$ cat src/core/flash_self_program_pkg.sv
/*
 * Shared constants and types for the flash self-programming controller.
 * Assumes a single clock domain and a CPU core that raises one-cycle strobes
 * for store-program and load-program instructions.
 */
package flash_self_program_pkg;

    // Register map (byte address on the bus)
    localparam logic [7:0] REG_CONTROL_ADDR = 8'h00;
    localparam logic [7:0] CONTROL_RESET = 8'h00;

    // Control register bit positions
    localparam int BIT_IRQ_EN = 7;
    localparam int BIT_BUSY = 6;
    localparam int BIT_REENABLE = 4;
    localparam int BIT_LOCK_SET = 3;
    localparam int BIT_PAGE_WRITE = 2;
    localparam int BIT_PAGE_ERASE = 1;
    localparam int BIT_ENABLE = 0;

    // Legal patterns for the low five control bits
    localparam logic [4:0] PAT_REENABLE = 5'h11;
    localparam logic [4:0] PAT_LOCK_SET = 5'h09;
    localparam logic [4:0] PAT_PAGE_WRITE = 5'h05;
    localparam logic [4:0] PAT_PAGE_ERASE = 5'h03;
    localparam logic [4:0] PAT_LOAD = 5'h01;

    // Arming windows in clock cycles
    localparam logic [2:0] STORE_WINDOW = 3'h4;
    localparam logic [2:0] LOAD_WINDOW = 3'h3;

    // Readback selectors on the low address bits
    localparam logic [1:0] SEL_FUSE_LOW = 2'h0;
    localparam logic [1:0] SEL_LOCK = 2'h1;
    localparam logic [1:0] SEL_FUSE_HIGH = 2'h3;
    localparam logic [7:0] LOCK_RESET = 8'hff;
    localparam logic [7:0] LOCK_KEEP_MASK = 8'hc3;

    // AHB-Lite encodings
    localparam logic [1:0] HTRANS_NONSEQ = 2'h2;
    localparam logic HRESP_OKAY = 1'h0;

    typedef enum logic [2:0] {
        PH_IDLE = 3'h1,
        PH_ARMED = 3'h2,
        PH_BUSY = 3'h4
    } phase_type;

    // One CPU instruction request per cycle
    typedef struct packed {
        logic store_program_instruction;
        logic lpm;
        logic [15:0] z;
        logic [7:0] r0;
        logic [7:0] r1;
    } cpu_req_type;

    // Commands and status toward the flash array and core
    typedef struct packed {
        logic erase_go;
        logic write_go;
        logic cpu_halt;
        logic region_busy;
    } flash_cmd_type;

endpackage

$ cat src/core/flash_self_program_control.sv
/*
 * Flash self-programming controller: control register on AHB-Lite, store
 * command arming window, temporary page buffer, lock bits and fuse readback.
 * Assumes the flash array pulses flash_done once per erase or write started,
 * and that fuse inputs are static straps from the non-volatile array.
 */
// The placing of the registers and the AHB-Lite interface to the registers are this design's own decisions.
`timescale 1ns/1ps
`default_nettype none

// What this block does
// RQ1 - Reset vector follows boot vector fuse
// RQ2 - Software cannot alter fuse values
// RQ3 - Ready interrupt while enable bit clear
// RQ4 - Region erase/write sets busy flag
// RQ5 - Busy clears on re-enable or load
// RQ6 - Bit five always reads zero
// RQ7 - Re-enable needs store within four cycles
// RQ8 - No re-enable while operation running
// RQ9 - Re-enable during load clears buffer
// RQ10 - Lock set programs lock from low data
// RQ11 - Lock set clears on completion/timeout
// RQ12 - Load within three cycles reads lock/fuse
// RQ13 - Page write stores buffer to page
// RQ14 - Page write bit clears when done/timeout
// RQ15 - Halt CPU for no-concurrent-read region ops
// RQ16 - Page erase erases addressed page
// RQ17 - Page erase bit clears when done/timeout
// RQ18 - Enable alone loads one buffer word
// RQ19 - Enable arms four cycles, held while busy
// RQ20 - Only five control patterns take effect
// RQ21 - Target page latched at operation start
// RQ22 - Software erases before writing same page
// RQ23 - Buffer clears; each word written once
// RQ24 - Readback selects by address low bits
// RQ25 - EEPROM write blocks programming and readback
module flash_self_program_control #(
    parameter int PAGE_WORDS = 32,
    parameter int FLASH_WORDS = 4096,
    parameter logic [15:0] BOOT_START = 16'h0c00,
    parameter logic [15:0] NO_CONCURRENT_READ_REGION_START = 16'h0c00
) (
    // Clock and reset
    input wire logic clock,
    input wire logic rstn,
    // AHB-Lite slave
    input wire logic hsel,
    input wire logic [7:0] haddr,
    input wire logic [1:0] htrans,
    input wire logic hwrite,
    input wire logic [2:0] hsize,
    input wire logic [31:0] hwdata,
    input wire logic hready,
    output logic [31:0] hrdata,
    output logic hreadyout,
    output logic hresp,
    // CPU core
    input wire flash_self_program_pkg::cpu_req_type cpu,
    input wire logic global_irq_enable,
    output logic ready_irq,
    output logic [7:0] load_data,
    output logic load_valid,
    output logic [15:0] reset_vector,
    // Non-volatile straps and EEPROM status
    input wire logic boot_vector_select_fuse,
    input wire logic [7:0] fuse_low,
    input wire logic [7:0] fuse_high,
    input wire logic eeprom_busy,
    // Flash array
    input wire logic flash_done,
    input wire logic [$clog2(PAGE_WORDS)-1:0] buf_rd_index,
    output logic [15:0] buf_rd_data,
    output logic [$clog2(FLASH_WORDS)-$clog2(PAGE_WORDS)-1:0] flash_page,
    output flash_self_program_pkg::flash_cmd_type flash_cmd,
    output logic [7:0] lock_bits
);

    localparam int WB = $clog2(PAGE_WORDS);
    localparam int WA = $clog2(FLASH_WORDS);
    localparam int PB = WA - WB;

    // Refuse shapes the address split cannot serve
    if (PAGE_WORDS < 2 || (1 << WB) != PAGE_WORDS || WA > 15 || PB < 1) begin : g_bad_shape
        $error("flash_self_program_control: unsupported PAGE_WORDS or FLASH_WORDS");
    end

    typedef struct packed {
        flash_self_program_pkg::phase_type phase;
        logic irq_en;
        logic busy;
        logic reen;
        logic lock_set;
        logic pg_wrt;
        logic pg_ers;
        logic enable;
        logic [2:0] cnt;
        logic halt;
        logic erase_go;
        logic write_go;
        logic [PB-1:0] page;
        logic [7:0] lock;
        logic [7:0] load_data;
        logic load_valid;
        logic wr_pend;
        logic [31:0] rdata;
        logic [PAGE_WORDS-1:0] written;
        logic [PAGE_WORDS-1:0][15:0] pbuf;
        logic [15:0] buf_q;
        logic [15:0] reset_vector;
    } state_type;

    state_type st_r;
    state_type st_nxt;

    logic ahb_take;
    logic addr_hit;
    logic [7:0] wd;
    logic pattern_ok;
    logic cmd_ok;
    logic spm_fire;
    logic lpm_fire;
    logic [WA-1:0] word_addr;
    logic target_rww;
    logic [7:0] ctrl_read;

    // Return to idle with all command bits dropped
    function automatic state_type to_idle(input state_type s);
        state_type t;
        t = s;
        t.phase = flash_self_program_pkg::PH_IDLE;
        t.reen = 1'b0;
        t.lock_set = 1'b0;
        t.pg_wrt = 1'b0;
        t.pg_ers = 1'b0;
        t.enable = 1'b0;
        t.cnt = 3'h0;
        return t;
    endfunction

    // Bus decode and request qualifiers
    always_comb begin
        ahb_take = hsel && hready && htrans == flash_self_program_pkg::HTRANS_NONSEQ;
        addr_hit = haddr == flash_self_program_pkg::REG_CONTROL_ADDR;
        wd = hwdata[7:0];
        pattern_ok = wd[4:0] == flash_self_program_pkg::PAT_REENABLE
            || wd[4:0] == flash_self_program_pkg::PAT_LOCK_SET
            || wd[4:0] == flash_self_program_pkg::PAT_PAGE_WRITE
            || wd[4:0] == flash_self_program_pkg::PAT_PAGE_ERASE
            || wd[4:0] == flash_self_program_pkg::PAT_LOAD; // RQ20
        // A running erase/write holds the enable bit, so commands are refused
        // An erase/write starting in this very cycle must not be re-armed over
        cmd_ok = pattern_ok && st_r.phase != flash_self_program_pkg::PH_BUSY
            && !(spm_fire && (st_r.pg_ers || st_r.pg_wrt))
            && !eeprom_busy; // RQ8 RQ25
        spm_fire = cpu.store_program_instruction && st_r.phase == flash_self_program_pkg::PH_ARMED
            && st_r.cnt != 3'h0 && !eeprom_busy; // RQ25
        // Load window is one cycle shorter than the store window
        lpm_fire = cpu.lpm && st_r.phase == flash_self_program_pkg::PH_ARMED
            && st_r.lock_set && st_r.cnt > (flash_self_program_pkg::STORE_WINDOW
            - flash_self_program_pkg::LOAD_WINDOW) && !eeprom_busy; // RQ12 RQ25
        word_addr = cpu.z[WA:1];
        target_rww = {{(16 - WA){1'b0}}, word_addr[WA-1:WB], {WB{1'b0}}} < NO_CONCURRENT_READ_REGION_START;
        ctrl_read = 8'h00;
        ctrl_read[flash_self_program_pkg::BIT_IRQ_EN] = st_r.irq_en;
        ctrl_read[flash_self_program_pkg::BIT_BUSY] = st_r.busy;
        ctrl_read[flash_self_program_pkg::BIT_REENABLE] = st_r.reen;
        ctrl_read[flash_self_program_pkg::BIT_LOCK_SET] = st_r.lock_set;
        ctrl_read[flash_self_program_pkg::BIT_PAGE_WRITE] = st_r.pg_wrt;
        ctrl_read[flash_self_program_pkg::BIT_PAGE_ERASE] = st_r.pg_ers;
        ctrl_read[flash_self_program_pkg::BIT_ENABLE] = st_r.enable;
    end

    // Next state: instruction handling first, a register write overrides it
    always_comb begin
        st_nxt = st_r;
        st_nxt.erase_go = 1'b0;
        st_nxt.write_go = 1'b0;
        st_nxt.load_valid = 1'b0;
        // Fuses are inputs only; nothing on the bus can reach them
        st_nxt.reset_vector = boot_vector_select_fuse ? 16'h0000 : BOOT_START; // RQ1 RQ2
        st_nxt.buf_q = st_r.pbuf[buf_rd_index];
        st_nxt.wr_pend = ahb_take && hwrite && addr_hit;
        if (ahb_take && !hwrite) begin
            // Unmapped reads answer zero; bit five is never set
            st_nxt.rdata = addr_hit ? {24'h000000, ctrl_read} : 32'h00000000; // RQ6
        end
        case (st_r.phase)
            flash_self_program_pkg::PH_ARMED: begin
                if (lpm_fire) begin
                    st_nxt = to_idle(st_nxt);
                    st_nxt.load_valid = 1'b1;
                    case (cpu.z[1:0])
                        flash_self_program_pkg::SEL_LOCK: st_nxt.load_data = st_r.lock; // RQ24
                        flash_self_program_pkg::SEL_FUSE_LOW: st_nxt.load_data = fuse_low;
                        flash_self_program_pkg::SEL_FUSE_HIGH: st_nxt.load_data = fuse_high;
                        default: st_nxt.load_data = 8'hff;
                    endcase
                end else if (spm_fire) begin
                    if (st_r.pg_ers || st_r.pg_wrt) begin
                        // Address latched so the pointer is free during the operation
                        st_nxt.phase = flash_self_program_pkg::PH_BUSY; // RQ19
                        st_nxt.cnt = 3'h0;
                        st_nxt.page = word_addr[WA-1:WB]; // RQ21 RQ13 RQ16
                        st_nxt.erase_go = st_r.pg_ers; // RQ16
                        st_nxt.write_go = st_r.pg_wrt; // RQ13
                        if (target_rww) begin
                            st_nxt.busy = 1'b1; // RQ4
                        end else begin
                            st_nxt.halt = 1'b1; // RQ15
                        end
                    end else if (st_r.reen) begin
                        st_nxt = to_idle(st_nxt);
                        st_nxt.busy = 1'b0; // RQ5 RQ7
                        st_nxt.written = '0; // RQ23
                    end else if (st_r.lock_set) begin
                        // Only boot lock bits can be programmed; 1 to 0 only
                        st_nxt = to_idle(st_nxt);
                        st_nxt.lock = st_r.lock
                            & (cpu.r0 | flash_self_program_pkg::LOCK_KEEP_MASK); // RQ10 RQ11
                    end else begin
                        st_nxt = to_idle(st_nxt);
                        st_nxt.busy = 1'b0; // RQ5
                        if (!st_r.written[word_addr[WB-1:0]]) begin
                            st_nxt.pbuf[word_addr[WB-1:0]] = {cpu.r1, cpu.r0}; // RQ18
                            st_nxt.written[word_addr[WB-1:0]] = 1'b1; // RQ23
                        end
                    end
                end else if (st_r.cnt == 3'h1) begin
                    st_nxt = to_idle(st_nxt); // RQ11 RQ14 RQ17 RQ19
                end else begin
                    st_nxt.cnt = st_r.cnt - 3'h1;
                end
            end
            flash_self_program_pkg::PH_BUSY: begin
                if (flash_done) begin
                    if (st_r.pg_wrt) begin
                        st_nxt.written = '0; // RQ23
                        st_nxt.pbuf = '0;
                    end
                    st_nxt = to_idle(st_nxt); // RQ14 RQ17
                    st_nxt.halt = 1'b0;
                end
            end
            default: begin
                st_nxt.phase = flash_self_program_pkg::PH_IDLE;
            end
        endcase
        // Data phase of a register write
        if (st_r.wr_pend) begin
            st_nxt.irq_en = wd[flash_self_program_pkg::BIT_IRQ_EN];
            if (cmd_ok) begin
                st_nxt.phase = flash_self_program_pkg::PH_ARMED;
                st_nxt.cnt = flash_self_program_pkg::STORE_WINDOW; // RQ19
                st_nxt.reen = wd[flash_self_program_pkg::BIT_REENABLE];
                st_nxt.lock_set = wd[flash_self_program_pkg::BIT_LOCK_SET];
                st_nxt.pg_wrt = wd[flash_self_program_pkg::BIT_PAGE_WRITE];
                st_nxt.pg_ers = wd[flash_self_program_pkg::BIT_PAGE_ERASE];
                st_nxt.enable = 1'b1;
                if (wd[flash_self_program_pkg::BIT_REENABLE]) begin
                    // Abort any partial load; the buffer restarts empty
                    st_nxt.written = '0; // RQ9
                    st_nxt.pbuf = '0;
                end
            end
        end
    end

    // State register
    always_ff @(posedge clock or negedge rstn) begin
        if (!rstn) begin
            st_r <= '0;
            st_r.phase <= flash_self_program_pkg::PH_IDLE;
            st_r.lock <= flash_self_program_pkg::LOCK_RESET;
        end else begin
            st_r <= st_nxt;
        end
    end

    // Outputs; the bus always answers OKAY with no wait states
    assign hreadyout = 1'b1;
    assign hresp = flash_self_program_pkg::HRESP_OKAY;
    assign hrdata = st_r.rdata;
    assign ready_irq = st_r.irq_en && global_irq_enable && !st_r.enable; // RQ3
    assign load_data = st_r.load_data;
    assign load_valid = st_r.load_valid;
    assign reset_vector = st_r.reset_vector;
    assign buf_rd_data = st_r.buf_q;
    assign flash_page = st_r.page;
    assign lock_bits = st_r.lock;
    assign flash_cmd = '{erase_go: st_r.erase_go, write_go: st_r.write_go,
        cpu_halt: st_r.halt, region_busy: st_r.busy}; // RQ15 RQ4
endmodule

`default_nettype wire

$ cat config.mk
export PLATFORM = sky130hd
export DESIGN_NAME = flash_self_program_control
export DESIGN_NICKNAME = d
export VERILOG_FILES = /design/src/core/flash_self_program_pkg.sv /design/src/core/flash_self_program_control.sv
export SDC_FILE = /design/constraint.sdc
export NUM_CORES = 1
export LEC_CHECK = 0
export BUFFER_PORTS_ARGS = -buffer_cell sky130_fd_sc_hd__buf_2
export CAP_MARGIN = 20
export CORE_MARGIN = 1
export CORE_UTILIZATION = 50
export CTS_BUF_LIST = sky130_fd_sc_hd__clkbuf_8
export CTS_CLUSTER_DIAMETER = 50
export DETAILED_ROUTE_END_ITERATION = 8
export GPL_TIMING_DRIVEN = 0
export PLACE_DENSITY = 0.73
export SYNTH_ARGS = -nofsm -noshare
export SYNTH_HDL_FRONTEND = slang
export SYNTH_SLANG_ARGS = --single-unit
$ cat constraint.sdc
create_clock -name clock -period 4.7 [get_ports clock]
set_input_delay 0.47 -clock clock [delete_from_list [all_inputs] [get_ports clock]]
set_output_delay 0.47 -clock clock [all_outputs]
set_load 0.05 [all_outputs]
==> impl_results.md <==
* Max-cap violations at 0
* Total GRT Usage at 39.7%
* Die area at 62800 um^2
* # hold bufs at CTS at 23
* Post-synth top area cell: dfrtp_1
* RSZ-0062 raised after global routing: false
* Share of cells above drive strength 1 at 22.6%
* Design Power at 11200 uW
* Horiz. Die Dim at 251 um
* Crit path DAT at 4.78 ns
* Fin cells at 3959
* Worst-Skew Late Latency at 0.73 ns
* Crit path largest cell delay at 0.66 ns
* Total CTS buffers at 104
* Core Footprint at 60700 um^2
* Crit path kind: reg2reg
* Post-synth EDFFs at 0
* Synth cell types at 75
* Cell count after synthesis at 2787
* Via-per-instance ratio at 7.01
* IO Pins at 204
* CTS clock-pin slew for the worst setup and hold paths at 0.06 ns
* Top_reg_cell synth: dfrtp_1
* Pleak at 0.0160 uW
* First-pass GRT wire length at 181000 um
* PostCTS Resize Cnt at 0
* Hold Path Cell Cnt at 3
* Min Hold Slack at 0.0553 ns
* Cell area after synthesis at 30900 um^2
* Vias at 27800
* WP buf/inv at 2
* FP Rows at 90
* PwrDens at 316 nW/um^2
* Final Setup Violations at 0
* Setup Fix Bufs, Post-CTS at 0
* H-tree levels at 3
* Status: completed
* Post-route minimum period at 4.11 ns
* Initial Util at 50.9%
* Startpoint Class: flip-flop
* CP Max Fanout at 10
* Synth async-reset ratio at 100%
* Worst-Margin Slew at 1.18 ns
* Slew Limit Headroom at 20.8%
* Drt wl/cell at 31.4 um
* Yosys top cell area share at 48.6%
* Filler Cell Count at 5043
* Initial antenna violation count at 7
* Delay-heaviest family, CP: simple AND/OR/NAND/NOR gates
* Largest net degree at the start of global routing at 134
* IO buf count at 108
* Max Clock Freq at 0.243 GHz
* First-pass detailed-route iteration total at 7
* Routed Antenna Nets at 0
* Number of global-route vias before repair at 26900
* R2R depth at 8
* First-iteration detailed-routing DRC count at 4012
* Pins Over Slew Limit at 0
* Sequential cell area at 15100 um^2
* Routed WL at 124000 um
* CTS tree: yes
* # nets final at 3196
* Root cell of the clock tree: clkbuf_8
* Stages on the worst setup path at 8
* Synthesized flop and latch total at 605
* Worst Skew at 0.0350 ns
* GPL Wtd Cong at 1.04
* Endpoints failing hold at 0
* Largest cells by area after synthesis: dfrtp_1, mux4_2, a22o_1, o21ai_0, buf_4
* Post-DP HPWL at 91400 um
* Worst EP required at 5.37 ns
* CP dominant cell by count: nor2_1
* Clk buf depth at 3
* Seq/Total Area, Yosys at 49.0%
* CP cell instances: nor3_2 > nand4_2 > buf_2 > nor2_1 > nand2_1 > nor2_1 > clkbuf_1 > a32o_1
* Post-synthesis average cell area at 11.1 um^2
* Placed insts at 3732
* Die height at 251 um
* Multi-input logic area at 13900 um^2
* Number of warnings issued by yosys at 0
* Period utilisation layout at 87.4%
* CP max stage cell: nor3_2
* Clock sink count at 605
* Peak supply drop at 0.214 mV
* Hold Path Class: in2reg
* Crit. End Element: flip-flop
* Overflow after GRT at 0
* Area grow syn2layout at 14.7%
* Detailed-route DRC error count at 0
## Yosys cell counts (all sizes together), types with 14 or more instances
| master | number |
|---|---|
| and3 | 16 |
| a32o | 67 |
| mux2 | 25 |
| clkbuf | 169 |
| a22o | 242 |
| nand4 | 45 |
| buf | 218 |
| nand2 | 169 |
| a31oi | 79 |
| o21ai | 422 |
| mux4 | 161 |
| dfrtp | 600 |
| nor3 | 47 |
| o31ai | 17 |
| a21oi | 132 |
| nand3 | 72 |
| nor4 | 50 |
| mux2i | 17 |
| o211ai | 14 |
| nor2 | 92 |
## logic make-up (layout without fill, tap and decap cells)
family | Yosys count | in the layout | share of synthesized area [%]
other cells | 2 | 48 | 0.0243
compound gates | 1010 | 1010 | 21.5
buf+inv | 397 | 741 | 6.49
fa+ha+maj | 4 | 4 | 0.154
simple gates | 566 | 566 | 9.66
flops | 605 | 605 | 49.0
mux | 203 | 203 | 13.2
## cell usage in the layout, fill, tap and decap left out, types with 14 or more instances in the layout
cell	synthesis	routed
nand3_1	71	71
o211ai_1	14	14
clkbuf_8	0	143
buf_1	25	25
nor3_1	42	42
o31ai_1	17	17
dfrtp_1	600	600
nor2_1	90	90
a31oi_1	79	79
a32o_1	67	67
nor4_1	39	38
a22o_1	242	242
and3_1	16	16
o21ai_0	417	417
nand4_1	41	41
mux2i_1	17	17
buf_4	101	102
mux2_2	24	24
nand2_1	168	168
inv_1	10	39
dlygate4sd3_1	0	23
a21oi_1	131	131
conb_1	2	45
clkbuf_1	167	167
mux4_2	161	161
buf_2	89	197
## worst min-delay path, cell delays in order
cell	delay, ns
buf_2	0.07
o21ai_0	0.07
o21ai_0	0.13
## metrics by stage
step	instance area [um^2]	util, %	TNS (ns)	setup slack (ns)
floorplan	31100	-	0	2.03
global placement	32600	53.7	-5496.86	-9.18
detailed placement	32900	54.1	0	0.600
CTS	35400	58.3	0	0.795
global route	35500	58.4	0	0.626
finish	35500	58.4	0	0.591
## metal layers
| layer | vias to the layer above | global-route usage, % | wire (um) |
|---|---|---|---|
| met5 | - | 0 | 62 |
| met4 | 10 | 25.0 | 9140 |
| met3 | 479 | 12.0 | 15300 |
| met2 | 2200 | 58.0 | 53900 |
| met1 | 13900 | 51.6 | 46100 |
| li1 | 11100 | - | - |
## registers in the layout (all words and copies together) (netlist names)
signal / flops
buf_rd_data: 16
ctrl_read: 6
flash_cmd: 4
flash_page: 7
hrdata: 7
load_data: 8
load_valid: 1
lock_bits: 4
reset_vector: 1
st_r: 551
## path summary, 6_finish.rpt
kind                         startpoint              to  slack (ns)
setup / recovery           ctrl_read[2]        st_r[46]        0.59
hold / removal              fuse_low[4]    load_data[4]        0.06
setup reg to reg           ctrl_read[2]        st_r[46]        0.59
hold reg to reg            lock_bits[5]    lock_bits[5]        0.47
max in group asynchronous          rstn  buf_rd_data[5]        2.34
min in group asynchronous          rstn       st_r[508]        0.35
## power breakdown
group | leakage [uW] | switching, uW | internal, uW
Sequential | 0.00842 | 5.87 | 5220
Clock | 0.00129 | 2370 | 2880
Combinational | 0.00627 | 535 | 192
## cell type report
type	count	share of cell area, %
multi-input combinational	1828	39.3
tap	782	2.76
buffer	387	5.55
sequential	605	42.7
clock buffer	142	5.51
timing repair buffer	148	3.05
clock inverter	54	1.02
antenna	3	0.0212
inverter	10	0.106
Note: power is estimated with default switching activity, not from simulation.
